$ cat config.mk
export PLATFORM = sky130hd
export DESIGN_NAME = rsti_top
export DESIGN_NICKNAME = d
export VERILOG_FILES = /design/src/core/rsti_pkg.sv /design/src/core/rsti_top.sv
export VERILOG_INCLUDE_DIRS = /design/src /design/src/core
export SDC_FILE = /design/constraint.sdc
export NUM_CORES = 1
export LEC_CHECK = 0
export BUFFER_PORTS_ARGS = -buffer_cell sky130_fd_sc_hd__buf_2
export CORE_ASPECT_RATIO = 0.5
export CORE_UTILIZATION = 45
export CTS_CLUSTER_DIAMETER = 50
export DETAILED_ROUTE_END_ITERATION = 6
export GPL_TIMING_DRIVEN = 0
export PLACE_DENSITY = 0.61
export SLEW_MARGIN = 10
export SYNTH_ARGS = -nofsm -noshare
export SYNTH_HDL_FRONTEND = slang
export SYNTH_SLANG_ARGS = --single-unit
$ cat constraint.sdc
create_clock -name CORE_CLK -period 4.8 [get_ports CORE_CLK]
set_input_delay 0.96 -clock CORE_CLK [delete_from_list [all_inputs] [get_ports CORE_CLK]]
set_output_delay 0.96 -clock CORE_CLK [all_outputs]
set_load 0.03 [all_outputs]
$ cat src/core/rsti_params.svh
`ifndef RSTI_PARAMS_SVH
`define RSTI_PARAMS_SVH

// Register offsets
`define RSTI_OFF_STATUS 8'h0f
`define RSTI_OFF_AGING 8'h10
`define RSTI_OFF_TEMP_INT 8'h11
`define RSTI_OFF_TEMP_FRAC 8'h12
`define RSTI_PTR_LAST 8'h12

// Status field positions
`define RSTI_ST_OSF_BIT 7
`define RSTI_ST_EN32_BIT 3
`define RSTI_ST_BUSY_BIT 2
`define RSTI_ST_A2F_BIT 1
`define RSTI_ST_A1F_BIT 0

// Reset values
`define RSTI_RST_OSF 1'b1
`define RSTI_RST_EN32 1'b1
`define RSTI_RST_AGING 8'h00
`define RSTI_RST_TEMP 10'h000
`define RSTI_RST_PTR 8'h00

// Slave address
`define RSTI_SLAVE_ADDR 7'h68

// Timing
`define RSTI_CLK_PERIOD_NS 4
`define RSTI_NS_PER_S 1000000000
`define RSTI_FORCE_CONVERSION_PERIOD_S 64

`endif

$ cat src/core/rsti_pkg.sv
package rsti_pkg;

   // Serial slave states, Gray-coded along the usual path
   typedef enum logic [2:0] {
      RSTI_IDLE = 3'h0,
      RSTI_ADDR = 3'h1,
      RSTI_ACK_ADDR = 3'h3,
      RSTI_WRITE = 3'h2,
      RSTI_ACK_WRITE = 3'h6,
      RSTI_READ = 3'h7,
      RSTI_ACK_READ = 3'h5
   } rsti_state_t;

endpackage : rsti_pkg

$ cat src/core/rsti_top.sv
`timescale 1ns/1ns
`include "rsti_params.svh"

module rsti_top
   import rsti_pkg::*;
#(
   parameter int CYCLES_PER_SEC = `RSTI_NS_PER_S / `RSTI_CLK_PERIOD_NS,
   parameter int FORCE_CONVERSION_PERIOD_S = `RSTI_FORCE_CONVERSION_PERIOD_S
) (
   // Clock and reset
   input wire logic CORE_CLK,
   input wire logic RST,
   // Serial bus
   input wire logic SCL,
   input wire logic SDA_I,
   output logic SDA_O,
   output logic SDA_OE,
   // Oscillator and fixed clock pin
   input wire logic OSC_RUNNING,
   input wire logic OSC_WAVE_32K,
   output logic FIXED_CLK_O,
   output logic FIXED_CLK_OE,
   // Alarms and interrupt pin
   input wire logic FIRST_ALARM_MATCH,
   input wire logic SECOND_ALARM_MATCH,
   input wire logic FIRST_ALARM_IRQ_ENABLE,
   input wire logic SECOND_ALARM_IRQ_ENABLE,
   input wire logic IRQ_OR_WAVE_SELECT,
   output logic IRQ_WAVE_PIN_OE,
   // Temperature and compensation
   input wire logic ON_BATTERY,
   input wire logic FORCE_CONVERSION,
   input wire logic COMP_IDLE,
   input wire logic TEMP_DONE,
   input wire logic [9:0] TEMP_CODE,
   output logic TEMP_FORCE_CONVERSION_REQ,
   output logic TRIM_APPLY,
   output logic [7:0] CAP_TRIM
);

   localparam int SEC_W = $clog2(CYCLES_PER_SEC + 1);
   localparam int PER_W = $clog2(FORCE_CONVERSION_PERIOD_S + 1);

   generate
      if (CYCLES_PER_SEC < 2 || FORCE_CONVERSION_PERIOD_S < 1) begin : g_bad_param
         $error("rsti_top: counts too small");
      end
   endgenerate

   ////////////////////////////////////////////////////////////////////////////////
   // Input synchronisers: SCL, SDA, oscillator running, 32k wave, battery

   logic [4:0] sync1_reg;
   logic [4:0] sync2_reg;
   logic scl_prev_reg;
   logic sda_prev_reg;
   logic scl_s;
   logic sda_s;
   logic osc_run_s;
   logic wave_s;
   logic batt_s;

   always_ff @(posedge CORE_CLK) begin
      if (RST) begin
         sync1_reg <= 5'h1b;
         sync2_reg <= 5'h1b;
         scl_prev_reg <= 1'b1;
         sda_prev_reg <= 1'b1;
      end else begin
         sync1_reg <= {SCL, SDA_I, OSC_RUNNING, OSC_WAVE_32K, ON_BATTERY};
         sync2_reg <= sync1_reg;
         scl_prev_reg <= sync2_reg[4];
         sda_prev_reg <= sync2_reg[3];
      end
   end

   assign scl_s = sync2_reg[4];
   assign sda_s = sync2_reg[3];
   assign osc_run_s = sync2_reg[2];
   assign wave_s = sync2_reg[1];
   assign batt_s = sync2_reg[0];

   logic scl_rise;
   logic scl_fall;
   logic start_cond;
   logic stop_cond;

   assign scl_rise = scl_s & ~scl_prev_reg;
   assign scl_fall = ~scl_s & scl_prev_reg;
   assign start_cond = scl_s & scl_prev_reg & sda_prev_reg & ~sda_s;
   assign stop_cond = scl_s & scl_prev_reg & ~sda_prev_reg & sda_s;

   ////////////////////////////////////////////////////////////////////////////////
   // Register state

   logic osf_reg;
   logic en32_reg;
   logic busy_reg;
   logic a2f_reg;
   logic a1f_reg;
   logic [7:0] aging_reg;
   logic [9:0] temp_reg;
   logic [7:0] status_val;

   assign status_val = {osf_reg, 3'h0, en32_reg, busy_reg, a2f_reg, a1f_reg};

   function automatic logic [7:0] read_mux(input logic [7:0] a, input logic [7:0] st,
                                           input logic [7:0] ag, input logic [9:0] t);
      logic [7:0] r;
      r = 8'h00;
      case (a)
         `RSTI_OFF_STATUS: r = st;
         `RSTI_OFF_AGING: r = ag;
         `RSTI_OFF_TEMP_INT: r = t[9:2];
         `RSTI_OFF_TEMP_FRAC: r = {t[1:0], 6'h00};
         default: r = 8'h00;
      endcase
      return r;
   endfunction : read_mux

   ////////////////////////////////////////////////////////////////////////////////
   // Serial slave: receive, transmit, pointer

   rsti_state_t state_reg;
   logic [7:0] shift_reg;
   logic [7:0] tx_reg;
   logic [3:0] bitcnt_reg;
   logic rw_reg;
   logic first_reg;
   logic nack_reg;
   logic [7:0] ptr_reg;
   logic sda_oe_reg;
   logic wr_stb_reg;
   logic [7:0] wr_addr_reg;
   logic [7:0] wr_data_reg;
   logic batt_access_reg;
   logic [7:0] rd_val;
   logic [7:0] ptr_inc;

   assign rd_val = read_mux(ptr_reg, status_val, aging_reg, temp_reg);
   // Pointer runs through the map and wraps to the bottom after the last register
   assign ptr_inc = (ptr_reg == `RSTI_PTR_LAST) ? 8'h00 : ptr_reg + 8'h01;

   always_ff @(posedge CORE_CLK) begin
      if (RST) begin
         state_reg <= RSTI_IDLE;
         shift_reg <= 8'h00;
         tx_reg <= 8'h00;
         bitcnt_reg <= 4'h0;
         rw_reg <= 1'b0;
         first_reg <= 1'b0;
         nack_reg <= 1'b0;
         ptr_reg <= `RSTI_RST_PTR;
         sda_oe_reg <= 1'b0;
         wr_stb_reg <= 1'b0;
         wr_addr_reg <= 8'h00;
         wr_data_reg <= 8'h00;
         batt_access_reg <= 1'b0;
      end else begin
         wr_stb_reg <= 1'b0;
         batt_access_reg <= 1'b0;
         if (stop_cond) begin
            state_reg <= RSTI_IDLE;
            sda_oe_reg <= 1'b0;
         end else if (start_cond) begin
            // Repeated START keeps the pointer so a read can follow a pointer write
            state_reg <= RSTI_ADDR;
            bitcnt_reg <= 4'h0;
            sda_oe_reg <= 1'b0;
         end else if (scl_rise) begin
            case (state_reg)
               RSTI_ADDR, RSTI_WRITE, RSTI_READ: begin
                  shift_reg <= {shift_reg[6:0], sda_s};
                  bitcnt_reg <= bitcnt_reg + 4'h1;
               end
               RSTI_ACK_READ: nack_reg <= sda_s;
               default: ;
            endcase
         end else if (scl_fall) begin
            case (state_reg)
               RSTI_ADDR: begin
                  if (bitcnt_reg == 4'h8) begin
                     if (shift_reg[7:1] == `RSTI_SLAVE_ADDR) begin
                        state_reg <= RSTI_ACK_ADDR;
                        sda_oe_reg <= 1'b1;
                        rw_reg <= shift_reg[0];
                        batt_access_reg <= batt_s;
                     end else begin
                        state_reg <= RSTI_IDLE;
                     end
                  end
               end
               RSTI_ACK_ADDR: begin
                  bitcnt_reg <= 4'h0;
                  if (rw_reg) begin
                     state_reg <= RSTI_READ;
                     tx_reg <= {rd_val[6:0], 1'b0};
                     sda_oe_reg <= ~rd_val[7];
                  end else begin
                     state_reg <= RSTI_WRITE;
                     first_reg <= 1'b1;
                     sda_oe_reg <= 1'b0;
                  end
               end
               RSTI_WRITE: begin
                  if (bitcnt_reg == 4'h8) begin
                     state_reg <= RSTI_ACK_WRITE;
                     sda_oe_reg <= 1'b1;
                     first_reg <= 1'b0;
                     if (first_reg) begin
                        ptr_reg <= shift_reg;
                     end else begin
                        wr_stb_reg <= 1'b1;
                        wr_addr_reg <= ptr_reg;
                        wr_data_reg <= shift_reg;
                        ptr_reg <= ptr_inc;
                     end
                  end
               end
               RSTI_ACK_WRITE: begin
                  state_reg <= RSTI_WRITE;
                  bitcnt_reg <= 4'h0;
                  sda_oe_reg <= 1'b0;
               end
               RSTI_READ: begin
                  if (bitcnt_reg == 4'h8) begin
                     state_reg <= RSTI_ACK_READ;
                     sda_oe_reg <= 1'b0;
                     ptr_reg <= ptr_inc;
                  end else begin
                     sda_oe_reg <= ~tx_reg[7];
                     tx_reg <= {tx_reg[6:0], 1'b0};
                  end
               end
               RSTI_ACK_READ: begin
                  bitcnt_reg <= 4'h0;
                  if (nack_reg) begin
                     state_reg <= RSTI_IDLE;
                     sda_oe_reg <= 1'b0;
                  end else begin
                     state_reg <= RSTI_READ;
                     tx_reg <= {rd_val[6:0], 1'b0};
                     sda_oe_reg <= ~rd_val[7];
                  end
               end
               RSTI_IDLE: sda_oe_reg <= 1'b0;
               default: begin
                  state_reg <= RSTI_IDLE;
                  sda_oe_reg <= 1'b0;
               end
            endcase
         end
      end
   end

   ////////////////////////////////////////////////////////////////////////////////
   // Status flags and trim register; hardware set wins over a clearing write

   logic wr_status;
   logic wr_aging;

   assign wr_status = wr_stb_reg & (wr_addr_reg == `RSTI_OFF_STATUS);
   assign wr_aging = wr_stb_reg & (wr_addr_reg == `RSTI_OFF_AGING);

   always_ff @(posedge CORE_CLK) begin
      if (RST) begin
         osf_reg <= `RSTI_RST_OSF;
         en32_reg <= `RSTI_RST_EN32;
         a2f_reg <= 1'b0;
         a1f_reg <= 1'b0;
         aging_reg <= `RSTI_RST_AGING;
      end else begin
         if (!osc_run_s) begin
            osf_reg <= 1'b1;
         end else if (wr_status) begin
            osf_reg <= osf_reg & wr_data_reg[`RSTI_ST_OSF_BIT];
         end
         if (wr_status) begin
            en32_reg <= wr_data_reg[`RSTI_ST_EN32_BIT];
         end
         if (SECOND_ALARM_MATCH) begin
            a2f_reg <= 1'b1;
         end else if (wr_status) begin
            a2f_reg <= a2f_reg & wr_data_reg[`RSTI_ST_A2F_BIT];
         end
         if (FIRST_ALARM_MATCH) begin
            a1f_reg <= 1'b1;
         end else if (wr_status) begin
            a1f_reg <= a1f_reg & wr_data_reg[`RSTI_ST_A1F_BIT];
         end
         if (wr_aging) begin
            aging_reg <= wr_data_reg;
         end
      end
   end

   ////////////////////////////////////////////////////////////////////////////////
   // Pins: fixed clock, interrupt, data line

   always_ff @(posedge CORE_CLK) begin
      if (RST) begin
         FIXED_CLK_O <= 1'b0;
         FIXED_CLK_OE <= 1'b0;
         IRQ_WAVE_PIN_OE <= 1'b0;
         SDA_O <= 1'b0;
      end else begin
         FIXED_CLK_O <= wave_s;
         FIXED_CLK_OE <= en32_reg & osc_run_s;
         // Pin is active low: enabling the driver pulls it down
         IRQ_WAVE_PIN_OE <= IRQ_OR_WAVE_SELECT &
                            ((a2f_reg & SECOND_ALARM_IRQ_ENABLE) |
                             (a1f_reg & FIRST_ALARM_IRQ_ENABLE));
         SDA_O <= 1'b0;
      end
   end

   assign SDA_OE = sda_oe_reg;

   ////////////////////////////////////////////////////////////////////////////////
   // Conversion scheduling: power-up, battery access, 64 s period, forced

   logic [SEC_W-1:0] sec_cnt_reg;
   logic [PER_W-1:0] per_cnt_reg;
   logic period_tick;
   logic powerup_reg;
   logic forced_reg;
   logic force_conversion_start;

   // Split into a seconds prescaler and a seconds counter: one flat count
   // of the period would not fit 32 bits at this clock rate
   assign period_tick = (sec_cnt_reg == SEC_W'(CYCLES_PER_SEC - 1)) &&
                        (per_cnt_reg == PER_W'(FORCE_CONVERSION_PERIOD_S - 1));

   always_ff @(posedge CORE_CLK) begin
      if (RST) begin
         sec_cnt_reg <= '0;
         per_cnt_reg <= '0;
      end else if (sec_cnt_reg == SEC_W'(CYCLES_PER_SEC - 1)) begin
         sec_cnt_reg <= '0;
         per_cnt_reg <= period_tick ? '0 : per_cnt_reg + PER_W'(1);
      end else begin
         sec_cnt_reg <= sec_cnt_reg + SEC_W'(1);
      end
   end

   // A forced request is dropped while a conversion is already running
   assign force_conversion_start = ~busy_reg &
                       (powerup_reg | period_tick | batt_access_reg | FORCE_CONVERSION);

   always_ff @(posedge CORE_CLK) begin
      if (RST) begin
         powerup_reg <= 1'b1;
         busy_reg <= 1'b0;
         forced_reg <= 1'b0;
         TEMP_FORCE_CONVERSION_REQ <= 1'b0;
      end else begin
         TEMP_FORCE_CONVERSION_REQ <= force_conversion_start;
         if (force_conversion_start) begin
            powerup_reg <= 1'b0;
            busy_reg <= 1'b1;
            forced_reg <= FORCE_CONVERSION;
         end else if (COMP_IDLE) begin
            busy_reg <= 1'b0;
         end
      end
   end

   ////////////////////////////////////////////////////////////////////////////////
   // Temperature result and trim application

   always_ff @(posedge CORE_CLK) begin
      if (RST) begin
         temp_reg <= `RSTI_RST_TEMP;
         TRIM_APPLY <= 1'b0;
         CAP_TRIM <= `RSTI_RST_AGING;
      end else begin
         TRIM_APPLY <= 1'b0;
         if (TEMP_DONE) begin
            temp_reg <= TEMP_CODE;
            if (forced_reg || (TEMP_CODE != temp_reg)) begin
               TRIM_APPLY <= 1'b1;
               CAP_TRIM <= aging_reg;
            end
         end
      end
   end

endmodule : rsti_top

==> metrics.txt <==
status=finished, final reports clean; largest net degree at the start of global routing=17; number of antenna diodes=0; post-route ant nets=0; post-synth top area share=44.5%; number of fill cells in the layout=~1.2k; worst skew pair latency=0.42 ns; Setup WS post-layout=about 2.3 ns; pre-CTS setup slack=1.95 ns; final hold vios=0; IR drop worst, VDD=0.204 mV; vias in the first global route=4766; WS Path Type=register to register; prevailing post-synth register cell=dfxtp_1; Cell Area, Synth=6160 um^2; CP arrival=around 2.7 ns; Least-Margin Pin Slew=between 0.7 and 0.8 ns; count of hold-fix buffers inserted at cts=0; worst path cell trace=inv_1, ha_1, clkbuf_1, or3_1, o2111ai_1, nor2_1, nor4_1, a211oi_1; worst-path maximum fanout=9; post-synthesis cell count=680; final setup fails=0; Seq/Total Area, Yosys=44.5%; area of the core=13000 um^2; fmax=407 MHz; Worst R2R Path Depth=8; r2r startpoint=ptr_reg[0]; wl on met1=8180 um; dpl hpwl=11300 um; Slew Viols, Final=0; crit end category=register; layout cells sized above 1=14.3%; die width=167 um; startpoint types=register; top cell type by total area after synthesis=dfxtp_1; Final #Nets=774; Leak=2.96 nW; CP Capture Point=tx_reg[7]; PortBufs=38; GPL Wtd Cong=0.833; number of DRC markers in iteration 0=386; number of flip-flops in the largest register=28; wire length on met3=~710 um; Num CTS Buffers=17; CTS Buffer Depth=2; Routed WL per cell=16.8 um; hold_ws=0.408 ns; Fin Clk Skew=~0.011 ns; top-count cell post-synth=dfxtp_1; vias=5054; number of H-tree levels=4; row cnt=29; placed inst area=6560 um^2; Root Driver=clkbuf_16; CP Launch Point=ptr_reg[0]; synth top area cells=dfxtp_1, mux2i_1, nor2_1; Final Cycle Share=roughly 50%; fin crit period=~2.5 ns; YS warnings=0; Clock Sinks=137; All-Layer GR Usage=a little under a quarter; Synth-to-Final Area Change=15.7%; Max stage delay on crit path=0.46 ns; first-pass GRT wire length=25000 um; number of synthesized flops with an enable pin=0; CP required=5.07 ns; setup TNS=0 ns; synthesized area per cell=around 9.1 um^2; pwr/cell area=356 nW/um^2; Total Power=between 2 and 3 mW; DR DRC count=0; post-cts resize count=0; Synth Register Bits=137; post-synthesis cell type count=67; Starting Density=approximately 47%; CTS clock-pin slew for the worst setup and hold paths=0.07 ns; Post-Syn Nets=between 700 and 800; worst reg2reg endpoint=tx_reg[7]; MaxCap Viol Count=0; I/O pin cnt=40; ys async rst share=0%; RSZ-0062 raised after global routing=false; Vias/cell=5.49; DRT Pass-1 Iters=7; R2R setup slack=2.34 ns; Slowest-stage cell, CP=dfxtp_1; final instance area=7130 um^2; met2 WL=roughly 6400 um; die area=14200 um^2; Setup Buffers After CTS=0; Post-Route WL=15400 um; commonest cells in the netlist=dfxtp_1, nor2_1, mux2i_1; Top Layer Used=met4; relative slew slack=between 50% and 60%; worst hold-check path type=register to register; Die Ht=84.7 um; total grt overflow=0; initial antenna violation count=1; TritonCTS clock tree=done
how the worst min path moves through the flow:
stage	startpoint	cells after the start	endpoint
2_1_floorplan	sync2_reg[2]	1	osf_reg
3_3_place_gp	sync1_reg[3]	1	sync2_reg[3]
3_5_place_dp	sync1_reg[1]	1	sync2_reg[1]
4_1_cts	sync1_reg[1]	1	sync2_reg[1]
5_1_grt	sync2_reg[2]	1	osf_reg
6_report	sync1_reg[0]	1	sync2_reg[0]
report_power, final:
part	total (mW)	internal [mW]	switching, mW
Clock	1.26	0.697	0.565
Combinational	0.108	0.0422	0.0654
Sequential	1.17	1.15	0.0150
placed cells by master (no fill, tap or decap), types with 3 or more instances in the layout:
master	netlist	final
dfxtp_1	137	137
nor2_1	93	93
mux2i_1	52	52
nand2_1	49	49
buf_2	10	48
nand3_1	36	36
xor2_1	29	29
a21oi_1	22	22
o21ai_0	20	20
clkbuf_1	19	19
clkbuf_16	0	17
inv_1	16	16
nor3_1	14	14
xnor2_1	13	13
and3_1	13	13
nand4_1	13	13
or2_2	12	12
ha_1	12	12
a22oi_1	11	11
o32ai_1	7	7
or3_1	7	7
nor2b_1	6	6
inv_6	0	6
nor4_1	5	5
a211oi_1	5	5
and4_1	5	5
nor4b_1	4	4
a22o_1	3	3
o21bai_1	3	3
buf_4	3	3
nor3b_1	3	3
a31oi_1	3	3
o21a_1	3	3
o2bb2ai_1	3	3
a221oi_1	3	3
clkinv_4	0	3
inv_8	0	3
per-stage QoR:
step	util, %	std cells
after floorplan	-	680
after global placement	50.5	888
after detailed placement	50.5	888
after CTS	54.9	920
after global routing	54.9	920
final	54.9	920
logic make-up (layout without fill, tap and decap cells):
family | after synthesis | count (layout) | share of synthesized area (%)
xor gates and xnor gates | 42 | 42 | 5.97
AOI/OAI and AO/OA | 106 | 106 | 12.0
adders and majority gates | 12 | 12 | 2.44
and+or+nand+nor | 276 | 276 | 22.6
DFF | 137 | 137 | 44.5
buffers and inverters | 53 | 123 | 3.76
muxes | 53 | 53 | 8.63
other | 1 | 1 | 0.0609
cell type report:
cell class	instances	area [um^2]	share of cell area [%]
inverter	17	63.8	0.895
timing repair buffer	38	190	2.67
tap	170	213	2.98
clock inverter	14	128	1.79
buffer	36	168	2.35
multi-input combinational	490	3190	44.7
sequential	137	2740	38.5
clock buffer	18	439	6.16
worst max-delay path: cells and delay by family, from the launching register on:
kind | cells | cell delay, ns
buf+inv | 2 | 0.36
flops | 1 | 0.46
compound gates | 2 | 0.46
simple gates | 3 | 0.84
fa+ha+maj | 1 | 0.21
per-layer routing:
layer  track usage, %  up-vias
li1                 -     2532
met1             33.6     2412
met2             34.2       98
met3             5.00       12
met4             5.00        0
met5                0        -
No activity file was read; power rests on OpenSTA's default activity.
